--- src/fcb_defines.vh ---
// register map, field positions, reset values and timing for the field boost block
`ifndef FCB_DEFINES_VH
`define FCB_DEFINES_VH

// -----------------------------------------------------------------
// register byte offsets
// -----------------------------------------------------------------
`define FCB_OFS_CTRL       12'h000
`define FCB_OFS_MIN_LIMIT  12'h004
`define FCB_OFS_BOOST_LVL  12'h008
`define FCB_OFS_BOOST_TIME 12'h00C
`define FCB_OFS_MAINS_NOM  12'h010
`define FCB_OFS_STATUS     12'h014
`define FCB_OFS_FIELD_REF  12'h018

// -----------------------------------------------------------------
// field positions
// -----------------------------------------------------------------
`define FCB_CTRL_DYN_FW    0
`define FCB_ST_ALARM       0
`define FCB_ST_BOOST       1
`define FCB_ST_CANCEL      2
`define FCB_ST_RUN         3

// -----------------------------------------------------------------
// ranges and reset values (percent, tenths of a second, volts)
// -----------------------------------------------------------------
`define FCB_MIN_LIM_LO     8'h0A
`define FCB_MIN_LIM_HI     8'h64
`define FCB_MIN_LIM_RST    8'h19
`define FCB_BOOST_LO       8'h64
`define FCB_BOOST_HI       8'h78
`define FCB_BOOST_RST      8'h64
`define FCB_BTIME_HI       10'h258
`define FCB_BTIME_RST      10'h064
`define FCB_MAINS_LO       16'h000A
`define FCB_MAINS_HI       16'h02B2
`define FCB_MAINS_RST      16'h0190
`define FCB_NOMINAL_PCT    8'h64

// -----------------------------------------------------------------
// overvoltage threshold: armature > mains * 1316 / (1000 * divisor)
// -----------------------------------------------------------------
`define FCB_OV_MUL         32'd1316
`define FCB_OV_SCALE       32'd1000
`define FCB_OV_DIV         32'd2

// -----------------------------------------------------------------
// timing: boost time counts 100 ms ticks at 100 MHz
// -----------------------------------------------------------------
`define FCB_TICK_MS        32'd100
`define FCB_CLK_KHZ        32'd100000
`define FCB_TICK_CYCLES    (`FCB_TICK_MS * `FCB_CLK_KHZ)

// -----------------------------------------------------------------
// bus responses
// -----------------------------------------------------------------
`define FCB_RESP_OKAY      2'h0
`define FCB_RESP_SLVERR    2'h2

`endif

--- src/fcb_top.v ---
// field current floor, underlimit alarm and timed field boost with an AXI4-Lite slave
`timescale 1ns/1ps
`include "fcb_defines.vh"

module fcb_top #(
	parameter [31:0] TICK_CYCLES = `FCB_TICK_CYCLES,
	parameter [31:0] OV_DIV      = `FCB_OV_DIV
) (
	input  wire        I_CLOCK,         // 100 MHz clock
	input  wire        I_RST_N,         // async reset, active low
	input  wire        I_RUN,           // run command pin
	input  wire        I_BOOST_PERMIT,  // permit digital input, closed = 1
	input  wire [15:0] I_ARM_VOLT,      // armature volts, same clock
	input  wire [7:0]  I_FW_DEMAND_PCT, // weakening demand, same clock
	output wire [7:0]  O_FIELD_REF_PCT, // field current reference
	output wire        O_ALARM,         // field underlimit alarm
	output wire        O_LOCK,          // equipment lock
	output wire        O_BOOST_ACTIVE,  // boost in force
	input  wire [11:0] S_AXI_AWADDR,    // write address
	input  wire        S_AXI_AWVALID,   // write address valid
	output wire        S_AXI_AWREADY,   // write address ready
	input  wire [31:0] S_AXI_WDATA,     // write data
	input  wire [3:0]  S_AXI_WSTRB,     // write strobes
	input  wire        S_AXI_WVALID,    // write data valid
	output wire        S_AXI_WREADY,    // write data ready
	output wire [1:0]  S_AXI_BRESP,     // write response
	output wire        S_AXI_BVALID,    // write response valid
	input  wire        S_AXI_BREADY,    // write response ready
	input  wire [11:0] S_AXI_ARADDR,    // read address
	input  wire        S_AXI_ARVALID,   // read address valid
	output wire        S_AXI_ARREADY,   // read address ready
	output wire [31:0] S_AXI_RDATA,     // read data
	output wire [1:0]  S_AXI_RRESP,     // read response
	output wire        S_AXI_RVALID,    // read data valid
	input  wire        S_AXI_RREADY     // read data ready
);

	// -----------------------------------------------------------------
	// pin synchronisers
	// -----------------------------------------------------------------
	reg  [1:0]  run_sync;
	reg  [1:0]  permit_sync;
	reg         run_prev;

	// two stages; only the second stage is read
	always @(posedge I_CLOCK or negedge I_RST_N) begin
		if (!I_RST_N) begin
			run_sync    <= 2'h0;
			permit_sync <= 2'h0;
			run_prev    <= 1'b0;
		end else begin
			run_sync    <= {run_sync[0], I_RUN};
			permit_sync <= {permit_sync[0], I_BOOST_PERMIT};
			run_prev    <= run_sync[1];
		end
	end

	wire run      = run_sync[1];
	wire permit   = permit_sync[1];
	wire run_rise = run & ~run_prev;

	// -----------------------------------------------------------------
	// settings, state and bus slave state
	// -----------------------------------------------------------------
	reg         dyn_fw;
	reg  [7:0]  field_min_limit_pct;
	reg  [7:0]  field_boost_level_pct;
	reg  [9:0]  field_boost_duration;
	reg  [15:0] mains_nominal_param;
	reg         field_underlimit_alarm;
	reg         lock;
	reg         cancelled;
	reg         boost_active;
	reg  [9:0]  boost_left;
	reg  [31:0] tick_cnt;
	reg  [7:0]  field_ref;
	reg         awready;
	reg         wready;
	reg         aw_held;
	reg         w_held;
	reg  [11:0] aw_addr;
	reg  [31:0] w_data;
	reg  [3:0]  w_strb;
	reg         bvalid;
	reg  [1:0]  bresp;
	reg         arready;
	reg         rvalid;
	reg  [31:0] rdata;
	reg  [1:0]  rresp;

	// byte lanes; unstrobed lanes are written as zero, never kept
	wire [31:0] wr_word;
	genvar      lane;
	generate
		for (lane = 0; lane < 4; lane = lane + 1) begin : g_lane
			assign wr_word[lane*8 +: 8] = w_strb[lane] ? w_data[lane*8 +: 8] : 8'h00;
		end
	endgenerate

	wire        do_write = aw_held & w_held & ~bvalid;

	// write values clamped into their legal ranges
	reg  [7:0]  next_min;
	reg  [7:0]  next_boost;
	reg  [9:0]  next_btime;
	reg  [15:0] next_mains;
	always @* begin
		next_min = (wr_word[7:0] < `FCB_MIN_LIM_LO) ? `FCB_MIN_LIM_LO :
			(wr_word[7:0] > `FCB_MIN_LIM_HI) ? `FCB_MIN_LIM_HI : wr_word[7:0];
		next_boost = (wr_word[7:0] < `FCB_BOOST_LO) ? `FCB_BOOST_LO :
			(wr_word[7:0] > `FCB_BOOST_HI) ? `FCB_BOOST_HI : wr_word[7:0];
		next_btime = (wr_word[9:0] > `FCB_BTIME_HI) ? `FCB_BTIME_HI : wr_word[9:0];
		next_mains = (wr_word[15:0] < `FCB_MAINS_LO) ? `FCB_MAINS_LO :
			(wr_word[15:0] > `FCB_MAINS_HI) ? `FCB_MAINS_HI : wr_word[15:0];
	end

	// -----------------------------------------------------------------
	// derived conditions
	// -----------------------------------------------------------------
	// cross-multiplied so no divider is needed; 32 bits cover the worst case
	wire [31:0] arm_scaled   = {16'h0, I_ARM_VOLT} * `FCB_OV_SCALE * OV_DIV;
	wire [31:0] mains_scaled = {16'h0, mains_nominal_param} * `FCB_OV_MUL;
	wire        over_volt    = arm_scaled > mains_scaled;
	wire        under_floor  = dyn_fw & (I_FW_DEMAND_PCT < field_min_limit_pct);
	wire        tick         = (tick_cnt == TICK_CYCLES - 32'h1);

	// -----------------------------------------------------------------
	// boost timer and cancellation
	// -----------------------------------------------------------------
	always @(posedge I_CLOCK or negedge I_RST_N) begin
		if (!I_RST_N) begin
			boost_left   <= 10'h0;
			tick_cnt     <= 32'h0;
			cancelled    <= 1'b0;
			boost_active <= 1'b0;
		end else begin
			if (run_rise) begin
				// timing starts at the run command
				boost_left <= field_boost_duration;
				tick_cnt   <= 32'h0;
				// re-arm only on a new run
				cancelled  <= 1'b0;
			end else if (!run) begin
				boost_left <= 10'h0;
				tick_cnt   <= 32'h0;
			end else if (boost_left != 10'h0) begin
				tick_cnt <= tick ? 32'h0 : tick_cnt + 32'h1;
				if (tick) begin
					boost_left <= boost_left - 10'h1;
				end
			end
			if (run && over_volt) begin
				cancelled <= 1'b1;
			end
			boost_active <= run & ~run_rise & (boost_left != 10'h0) & permit
				& ~cancelled & ~over_volt;
		end
	end

	// -----------------------------------------------------------------
	// field reference selection
	// -----------------------------------------------------------------
	always @(posedge I_CLOCK or negedge I_RST_N) begin
		if (!I_RST_N) begin
			field_ref <= `FCB_NOMINAL_PCT;
		end else if (boost_active) begin
			// boost level is the forcing target
			field_ref <= field_boost_level_pct;
		end else if (dyn_fw) begin
			field_ref <= under_floor ? field_min_limit_pct : I_FW_DEMAND_PCT;
		end else begin
			field_ref <= `FCB_NOMINAL_PCT;
		end
	end

	// -----------------------------------------------------------------
	// register writes, alarm and lock
	// -----------------------------------------------------------------
	always @(posedge I_CLOCK or negedge I_RST_N) begin
		if (!I_RST_N) begin
			dyn_fw                 <= 1'b0;
			field_min_limit_pct    <= `FCB_MIN_LIM_RST;
			field_boost_level_pct  <= `FCB_BOOST_RST;
			field_boost_duration   <= `FCB_BTIME_RST;
			mains_nominal_param    <= `FCB_MAINS_RST;
			field_underlimit_alarm <= 1'b0;
			lock                   <= 1'b0;
		end else begin
			if (do_write) begin
				case (aw_addr)
					`FCB_OFS_CTRL: begin
						dyn_fw <= wr_word[`FCB_CTRL_DYN_FW];
					end
					`FCB_OFS_MIN_LIMIT: begin
						field_min_limit_pct <= next_min;
					end
					`FCB_OFS_BOOST_LVL: begin
						field_boost_level_pct <= next_boost;
					end
					`FCB_OFS_BOOST_TIME: begin
						field_boost_duration <= next_btime;
					end
					`FCB_OFS_MAINS_NOM: begin
						mains_nominal_param <= next_mains;
					end
					`FCB_OFS_STATUS: begin
						// write one clears; a same-cycle trip wins below
						if (wr_word[`FCB_ST_ALARM]) begin
							field_underlimit_alarm <= 1'b0;
							lock                   <= 1'b0;
						end
					end
					default: begin
					end
				endcase
			end
			if (under_floor) begin
				field_underlimit_alarm <= 1'b1;
				lock                   <= 1'b1;
			end
		end
	end

	// -----------------------------------------------------------------
	// AXI4-Lite write channel
	// -----------------------------------------------------------------
	wire wr_mapped = (aw_addr <= `FCB_OFS_STATUS) && (aw_addr[1:0] == 2'h0);

	// address and data taken in either order, answered once both are held
	always @(posedge I_CLOCK or negedge I_RST_N) begin
		if (!I_RST_N) begin
			awready <= 1'b1;
			wready  <= 1'b1;
			aw_held <= 1'b0;
			w_held  <= 1'b0;
			aw_addr <= 12'h0;
			w_data  <= 32'h0;
			w_strb  <= 4'h0;
			bvalid  <= 1'b0;
			bresp   <= `FCB_RESP_OKAY;
		end else begin
			if (awready && S_AXI_AWVALID) begin
				aw_held <= 1'b1;
				aw_addr <= S_AXI_AWADDR;
				awready <= 1'b0;
			end
			if (wready && S_AXI_WVALID) begin
				w_held <= 1'b1;
				w_data <= S_AXI_WDATA;
				w_strb <= S_AXI_WSTRB;
				wready <= 1'b0;
			end
			if (do_write) begin
				aw_held <= 1'b0;
				w_held  <= 1'b0;
				bvalid  <= 1'b1;
				bresp   <= wr_mapped ? `FCB_RESP_OKAY : `FCB_RESP_SLVERR;
			end
			if (bvalid && S_AXI_BREADY) begin
				bvalid  <= 1'b0;
				awready <= 1'b1;
				wready  <= 1'b1;
			end
		end
	end

	// -----------------------------------------------------------------
	// AXI4-Lite read channel
	// -----------------------------------------------------------------
	always @(posedge I_CLOCK or negedge I_RST_N) begin
		if (!I_RST_N) begin
			arready <= 1'b1;
			rvalid  <= 1'b0;
			rdata   <= 32'h0;
			rresp   <= `FCB_RESP_OKAY;
		end else if (arready && S_AXI_ARVALID) begin
			arready <= 1'b0;
			rvalid  <= 1'b1;
			rresp   <= `FCB_RESP_OKAY;
			case (S_AXI_ARADDR)
				`FCB_OFS_CTRL:       rdata <= {31'h0, dyn_fw};
				`FCB_OFS_MIN_LIMIT:  rdata <= {24'h0, field_min_limit_pct};
				`FCB_OFS_BOOST_LVL:  rdata <= {24'h0, field_boost_level_pct};
				`FCB_OFS_BOOST_TIME: rdata <= {22'h0, field_boost_duration};
				`FCB_OFS_MAINS_NOM:  rdata <= {16'h0, mains_nominal_param};
				`FCB_OFS_STATUS:     rdata <= {28'h0, run, cancelled,
					boost_active, field_underlimit_alarm};
				`FCB_OFS_FIELD_REF:  rdata <= {24'h0, field_ref};
				default: begin
					rdata <= 32'h0;
					rresp <= `FCB_RESP_SLVERR;
				end
			endcase
		end else if (rvalid && S_AXI_RREADY) begin
			rvalid  <= 1'b0;
			arready <= 1'b1;
		end
	end

	// -----------------------------------------------------------------
	// outputs, all from flops
	// -----------------------------------------------------------------
	assign O_FIELD_REF_PCT = field_ref;
	assign O_ALARM         = field_underlimit_alarm;
	assign O_LOCK          = lock;
	assign O_BOOST_ACTIVE  = boost_active;
	assign S_AXI_AWREADY   = awready;
	assign S_AXI_WREADY    = wready;
	assign S_AXI_BRESP     = bresp;
	assign S_AXI_BVALID    = bvalid;
	assign S_AXI_ARREADY   = arready;
	assign S_AXI_RDATA     = rdata;
	assign S_AXI_RRESP     = rresp;
	assign S_AXI_RVALID    = rvalid;

endmodule

--- config.mk ---
export PLATFORM = sky130hd
export DESIGN_NAME = fcb_top
export DESIGN_NICKNAME = d
export VERILOG_FILES = /design/src/fcb_top.v
export VERILOG_INCLUDE_DIRS = /design/src
export SDC_FILE = /design/constraint.sdc
export NUM_CORES = 1
export LEC_CHECK = 0
export ABC_AREA = 1
export BUFFER_PORTS_ARGS = -buffer_cell sky130_fd_sc_hd__buf_2
export CAP_MARGIN = 10
export CORE_MARGIN = 4
export CORE_UTILIZATION = 30
export DETAILED_ROUTE_END_ITERATION = 8
export PLACE_DENSITY = 0.48
export SKIP_LAST_GASP = 1
export SYNTH_ARGS = -nofsm -noshare
export SYNTH_HDL_FRONTEND = slang
export SYNTH_SLANG_ARGS = --single-unit
--- constraint.sdc ---
create_clock -name I_CLOCK -period 5.1 [get_ports I_CLOCK]
set_clock_uncertainty 0.05 [all_clocks]
set_input_delay 0.255 -clock I_CLOCK [delete_from_list [all_inputs] [get_ports I_CLOCK]]
set_output_delay 0.255 -clock I_CLOCK [all_outputs]
set_load 0.01 [all_outputs]
== Word-level counts from Yosys, hierarchy flattened ==
Index checks and enable logic that the tools add are counted.
Word-level totals
  input port bits: 93
  register bits after elaboration: 174
  output and inout bits: 52
  word-level logic and storage cells: 141
Operators by class
  mux-type cells: 43
  add/sub/neg operators: 2
  bitwise operators: 14
  eq/ne operators: 14
  reductions and logical operators: 29
  $mul: 2
  order comparisons: 10
Operators by type and width (number)
  2-to-1 mux 32 bit: 4
  case mux 16 bit (7 select lines): 1
  2-to-1 mux 8 bit: 9
  equality test 12 x 5 -> 1 bit (second input constant): 5
  2-to-1 mux 10 bit: 5
  equality test 12 x 4 -> 1 bit (second input constant): 4
  adder 32 x 1 -> 32 bit (second input constant): 1
  equality test 32 x 24 -> 1 bit (second input constant): 1
  2-to-1 mux 16 bit: 2
  > comparator 27 bit: 1
  multiplier 16 x 9 -> 25 bit (second input constant): 1
  equality test 12 x 3 -> 1 bit (second input constant): 2
  logical NOT 12 bit: 2
  multiplier 16 x 7 -> 23 bit (second input constant): 1
  2-to-1 mux 1 bit: 20
  nonzero test 2 bit: 10
  > comparator 16 x 10 -> 1 bit (second input constant): 1
  > comparator 8 x 7 -> 1 bit (second input constant): 2
  < comparator 16 x 4 -> 1 bit (second input constant): 1
  <= comparator 12 x 5 -> 1 bit (second input constant): 1
  AND reduction 2 bit: 6
  > comparator 10 bit (second input constant): 1
  nonzero test 10 bit: 1
  subtractor 10 x 1 -> 10 bit (second input constant): 1
  other kinds (11): 31

== Depth between registers and ports, before layout ==
  depth after elaboration: 8
  mapped depth: 26
  mapped depth without buffers: 26

== Worst setup path after synthesis ==
No wires, ideal clock.
  path kind: input-to-reg
  start: input port I_ARM_VOLT[9]
  end: register cancelled
  data required time: 4.932 ns
  setup slack: 0.429 ns
  data arrival time: 4.503 ns
  cell stages on the path: 23
  path buffers: 0
  library setup time: 0.118 ns
  cells stage by stage: inv_1 > fa_1 > fa_1 > inv_1 > fa_1 > inv_1 > fa_1 > inv_1 > ha_1 > a21o_1 > or2_2 > a21boi_0 > nand2_1 > nand2_1 > nand2_1 > ha_1 > nand2_1 > nor2_1 > nand2_1 > nor2_1 > nand4_1 > nand3_1 > nand2_1
On the way
  longest elaborated chain between the ends: 4
RTL lines
  start, declared: RTL line fcb_top.v:13  | input wire [15:0] I_ARM_VOLT,
  multiplier 16 x 7 -> 23 bit (no source line) (*)
  > comparator 27 bit (*): RTL line fcb_top.v:123  | wire over_volt = arm_scaled > mains_scaled;
  logical AND 1 bit (*): RTL line fcb_top.v:152  | if (run && over_volt) begin
  2-to-1 mux 1 bit / nonzero test 2 bit (equally long branches)
  end signal, assigned: RTL line fcb_top.v:134  | cancelled <= 1'b0;
  end signal, assigned: RTL line fcb_top.v:142  | cancelled <= 1'b0;
  end signal, assigned: RTL line fcb_top.v:153  | cancelled <= 1'b1;
  end, declared: RTL line fcb_top.v:72  | reg cancelled;
Every way passes the cells marked *; elsewhere a longest branch is shown, timed or not.
A chain may end at the register's enable or synchronous reset.

== Worst setup path after layout ==
  start: register mains_nominal_param[1]
  end: register cancelled
On the way
  longest elaborated chain between the ends: 4
RTL lines
  start, declared: RTL line fcb_top.v:69  | reg [15:0] mains_nominal_param;
  start signal, assigned: RTL line fcb_top.v:185  | mains_nominal_param <= `FCB_MAINS_RST;
  start signal, assigned: RTL line fcb_top.v:204  | mains_nominal_param <= next_mains;
  multiplier 16 x 9 -> 25 bit (no source line) (*)
  > comparator 27 bit (*): RTL line fcb_top.v:123
  logical AND 1 bit (*): RTL line fcb_top.v:152
  2-to-1 mux 1 bit / nonzero test 2 bit (equally long branches)
Marked as above.

==> out/metrics.cfg <==
[status]
outcome=complete, no violations

[placed_design]
port_buffers=108
place_congestion=0.853
post_dp_cell_area_um2=15800
detailed_place_hpwl_mm=32.2

[cells_and_area]
stdcell_area_um2=16900
area.growth.synth_to_final_pct=16.4
layout.nets=2481
post_route_cells_drive_above_1_share_pct=11.1
most-common-layout-cells=nand2_1 (574), inv_1 (322), nor2_1 (190)
num-fill-cells=5109
antennaDiodeCount=0
utilization_pct=35.3
sequential_cell_area_um2=3930
layout.cells.most_common=nand2_1
multiInputGateArea_um2=9090

[detailed_routing]
vias_per_cell=4.58
number_of_antenna_violating_nets_in_the_routed_design=0
drc=0
routed-via-count=12800
drt_wl_total_mm=39.4
drt_iter0_drc=512
drt-pass1-iter-count=5
average_wire_length_per_cell_after_detail_routing_um=14.1

[setup_path]
library_cell_appearing_most_often_on_the_critical_path=nand2_1
cpMaxStageDelayCell=fa_1
worst-endpoint-required_ns=5.39
cp_num_buf_inv=2
critical_path.endpoint_type=flop
crit_arrival_ns=4.92
critical_path_class=reg2reg
timing.critical_path.max_delay_family=adder cells
crit_path_cell_trace=ha_1 -> inv_1 -> fa_1 -> fa_1 -> inv_1 -> ha_1 -> ha_1 -> a21oi_1 -> o21ai_0 -> nand2_1 -> nand3b_1 -> nand2_1 -> nand2_1 -> nand2_1 -> nand2_1 -> ha_1 -> nand2_1 -> nor2_1 -> nand2_1 -> nor2_1 -> nand4_1 -> nand3_1 -> nand2_1
crit_fanout=5
worstReg2RegStart=mains_nominal_param[1]
max_stage_delay_ns=0.51
crit_path_start=mains_nominal_param[1]
setup.worst_path.start_class=flop

[clock_tree]
clock_network_latency_to_the_later_pin_of_the_worst_skew_pair_ns=0.45
tritoncts=yes
cts.path.max_buffers=2
clock_sink_count=156
clk_pin_slew_ns=0.07
cts_made_buffers=17
clk_root_buffer_cell=clkbuf_16
deepest_level_of_the_cts_h_tree=4

[synth]
synth-seq-cells=156
synth.yosys.warnings=0
synth_ff_type=dfrtp_1
synth_area_per_cell_um2=7.29
synthArstFlopShare_pct=100
synth.lib_cells_used.distinct=46
synthesis.area_um2=14500
synth_enable_flop_cells=0
synth_sequential_area_ratio_pct=27.1
synth_cells=1986

[global_routing]
grt_start_max_net_pins=75
globalRouteTotalUtil_pct=15.7
first_pass_grt_wire_length_mm=66.0
antenna_violations_before_repair=0
gr_overflow_total=0
first_global_vias=12700

[timing]
final.period_utilization_pct=90.9
setup_total_negative_slack_ns=0
finalSetupViolations=0
post-route-min-period_ns=4.64
whs_ns=0.0912
timing.max_slew.rel_slack_pct=34.4
report.final.hold_viol_count=0
max_freq_mhz=216
worst-slew-pin-transition_ns=0.980
grt_setup_unrepaired=false
maxSlewViolCount=0

[floorplan]
floorplan.initialDensity_pct=30.3
die_area_um2=51800
area_of_the_placeable_core_um2=47700
top_level_ports=145
std_cell_rows=80
die_width_um=228
fp.dieH_um=228

[flow_run]
drv.max_cap_violation_count=0

[hold_path]
worstHoldPathType=in2reg
min_from=I_FW_DEMAND_PCT[4]

[pwr]
ir_drop_worst_case_vdd_mv=0.270
pwr_density_cell_nw_per_um2=400
leakage_nw=9.06

[synth_stat cells, types with 3 or more instances]
cell / number / area [um^2]
o21ai_0: 77 / 385
nand3_1: 153 / 766
nand2_1: 574 / 2150
clkbuf_1: 7 / 26.3
buf_6: 3 / 33.8
a21o_1: 9 / 67.6
nand3_2: 5 / 50.1
nor2_4: 3 / 33.8
nand2_2: 11 / 68.8
xnor2_1: 20 / 175
dfstp_2: 18 / 473
ha_1: 152 / 1900
buf_2: 8 / 40.0
nand3b_1: 10 / 75.1
clkinv_1: 3 / 11.3
nor4_1: 3 / 18.8
inv_2: 3 / 11.3
nand4_1: 23 / 144
o31ai_1: 7 / 52.6
fa_1: 75 / 1500
nor2_2: 15 / 93.8
dfrtp_1: 138 / 3450
buf_4: 25 / 188
nor2_1: 190 / 713
a21oi_1: 70 / 350
inv_1: 322 / 1210
nor3_1: 17 / 85.1
xor2_1: 18 / 158
[cells by family after synthesis]
kind of cell	synth area share (%)
AND/OR/NAND/NOR	30.0
buffers and inverters	10.5
adder cells (fa/ha/maj)	23.5
AO/OA/AOI/OAI	6.59
XOR/XNOR	2.30
flip-flops	27.1
other	0.0259
[what timing repair did]
item                                   4_1_cts  5_1_grt
resized for setup                            0        0
setup buffers                                0        0
endpoints found under the hold margin      101        0
hold buffers                                38        0
[state kept, by name (all words and copies together) (netlist names), 10 cells and up]
| signal | cells |
|---|---|
| mains_nominal_param | 16 |
| S_AXI_RDATA | 16 |
| field_boost_duration | 10 |
| aw_addr | 12 |
| tick_cnt | 32 |
| w_data | 16 |
| boost_left | 10 |
[layer usage]
metal	global-route usage, %	share of wire [%]	up-vias	wire length [um]
li1	-	-	6580	-
met5	0	0	-	0
met3	1.94	2.8	33	1110
met4	4.31	1.6	0	614
met2	25.9	47	214	18400
met1	21.9	49	5945	19200
[through the flow]
stage	setup slack [ns]	total power [mW]	std cells
floorplan	0.429	4.29	2003
global placement	-0.00413	5.34	2718
detailed placement	-0.0615	5.38	2718
CTS	0.425	6.83	2788
global route	0.0256	7.52	2789
finish	0.463	6.74	2789
[final cells by class]
cell class | instances | share of cell area (%)
inverters | 328 | 7.30
clock inverters | 11 | 0.935
flip-flops and latches | 156 | 23.3
repair buffers | 182 | 7.22
multi-input cells | 1476 | 54.0
clock buffers | 21 | 2.73
well taps | 615 | 4.56
[final timing paths]
check / endpoint / slack, ns / cells past startpoint
setup / recovery: cancelled / 0.46 / 23
hold reg to reg: run_sync[1] / 0.30 / 0
max in group asynchronous: S_AXI_RDATA[15] / 3.52 / 3
min in group asynchronous: aw_addr[3] / 0.35 / 2
hold / removal: O_FIELD_REF_PCT[4] / 0.09 / 3
setup reg to reg: cancelled / 0.46 / 23
[power by group]
part	leakage (nW)	internal [mW]	switching [mW]
registers	2.02	1.45	0.171
logic	6.75	1.51	2.24
clock network	0.289	0.804	0.561
[worst register-to-register path, delay by kind of cell (launching register included)]
kind / cells / cell delay [ns]
AOI/OAI and AO/OA: 2 / 0.42
adders and majority gates: 6 / 2.25
buffers and inverters: 2 / 0.09
DFF: 1 / 0.46
and+or+nand+nor: 13 / 1.26
(Power assumes the default switching activity.)
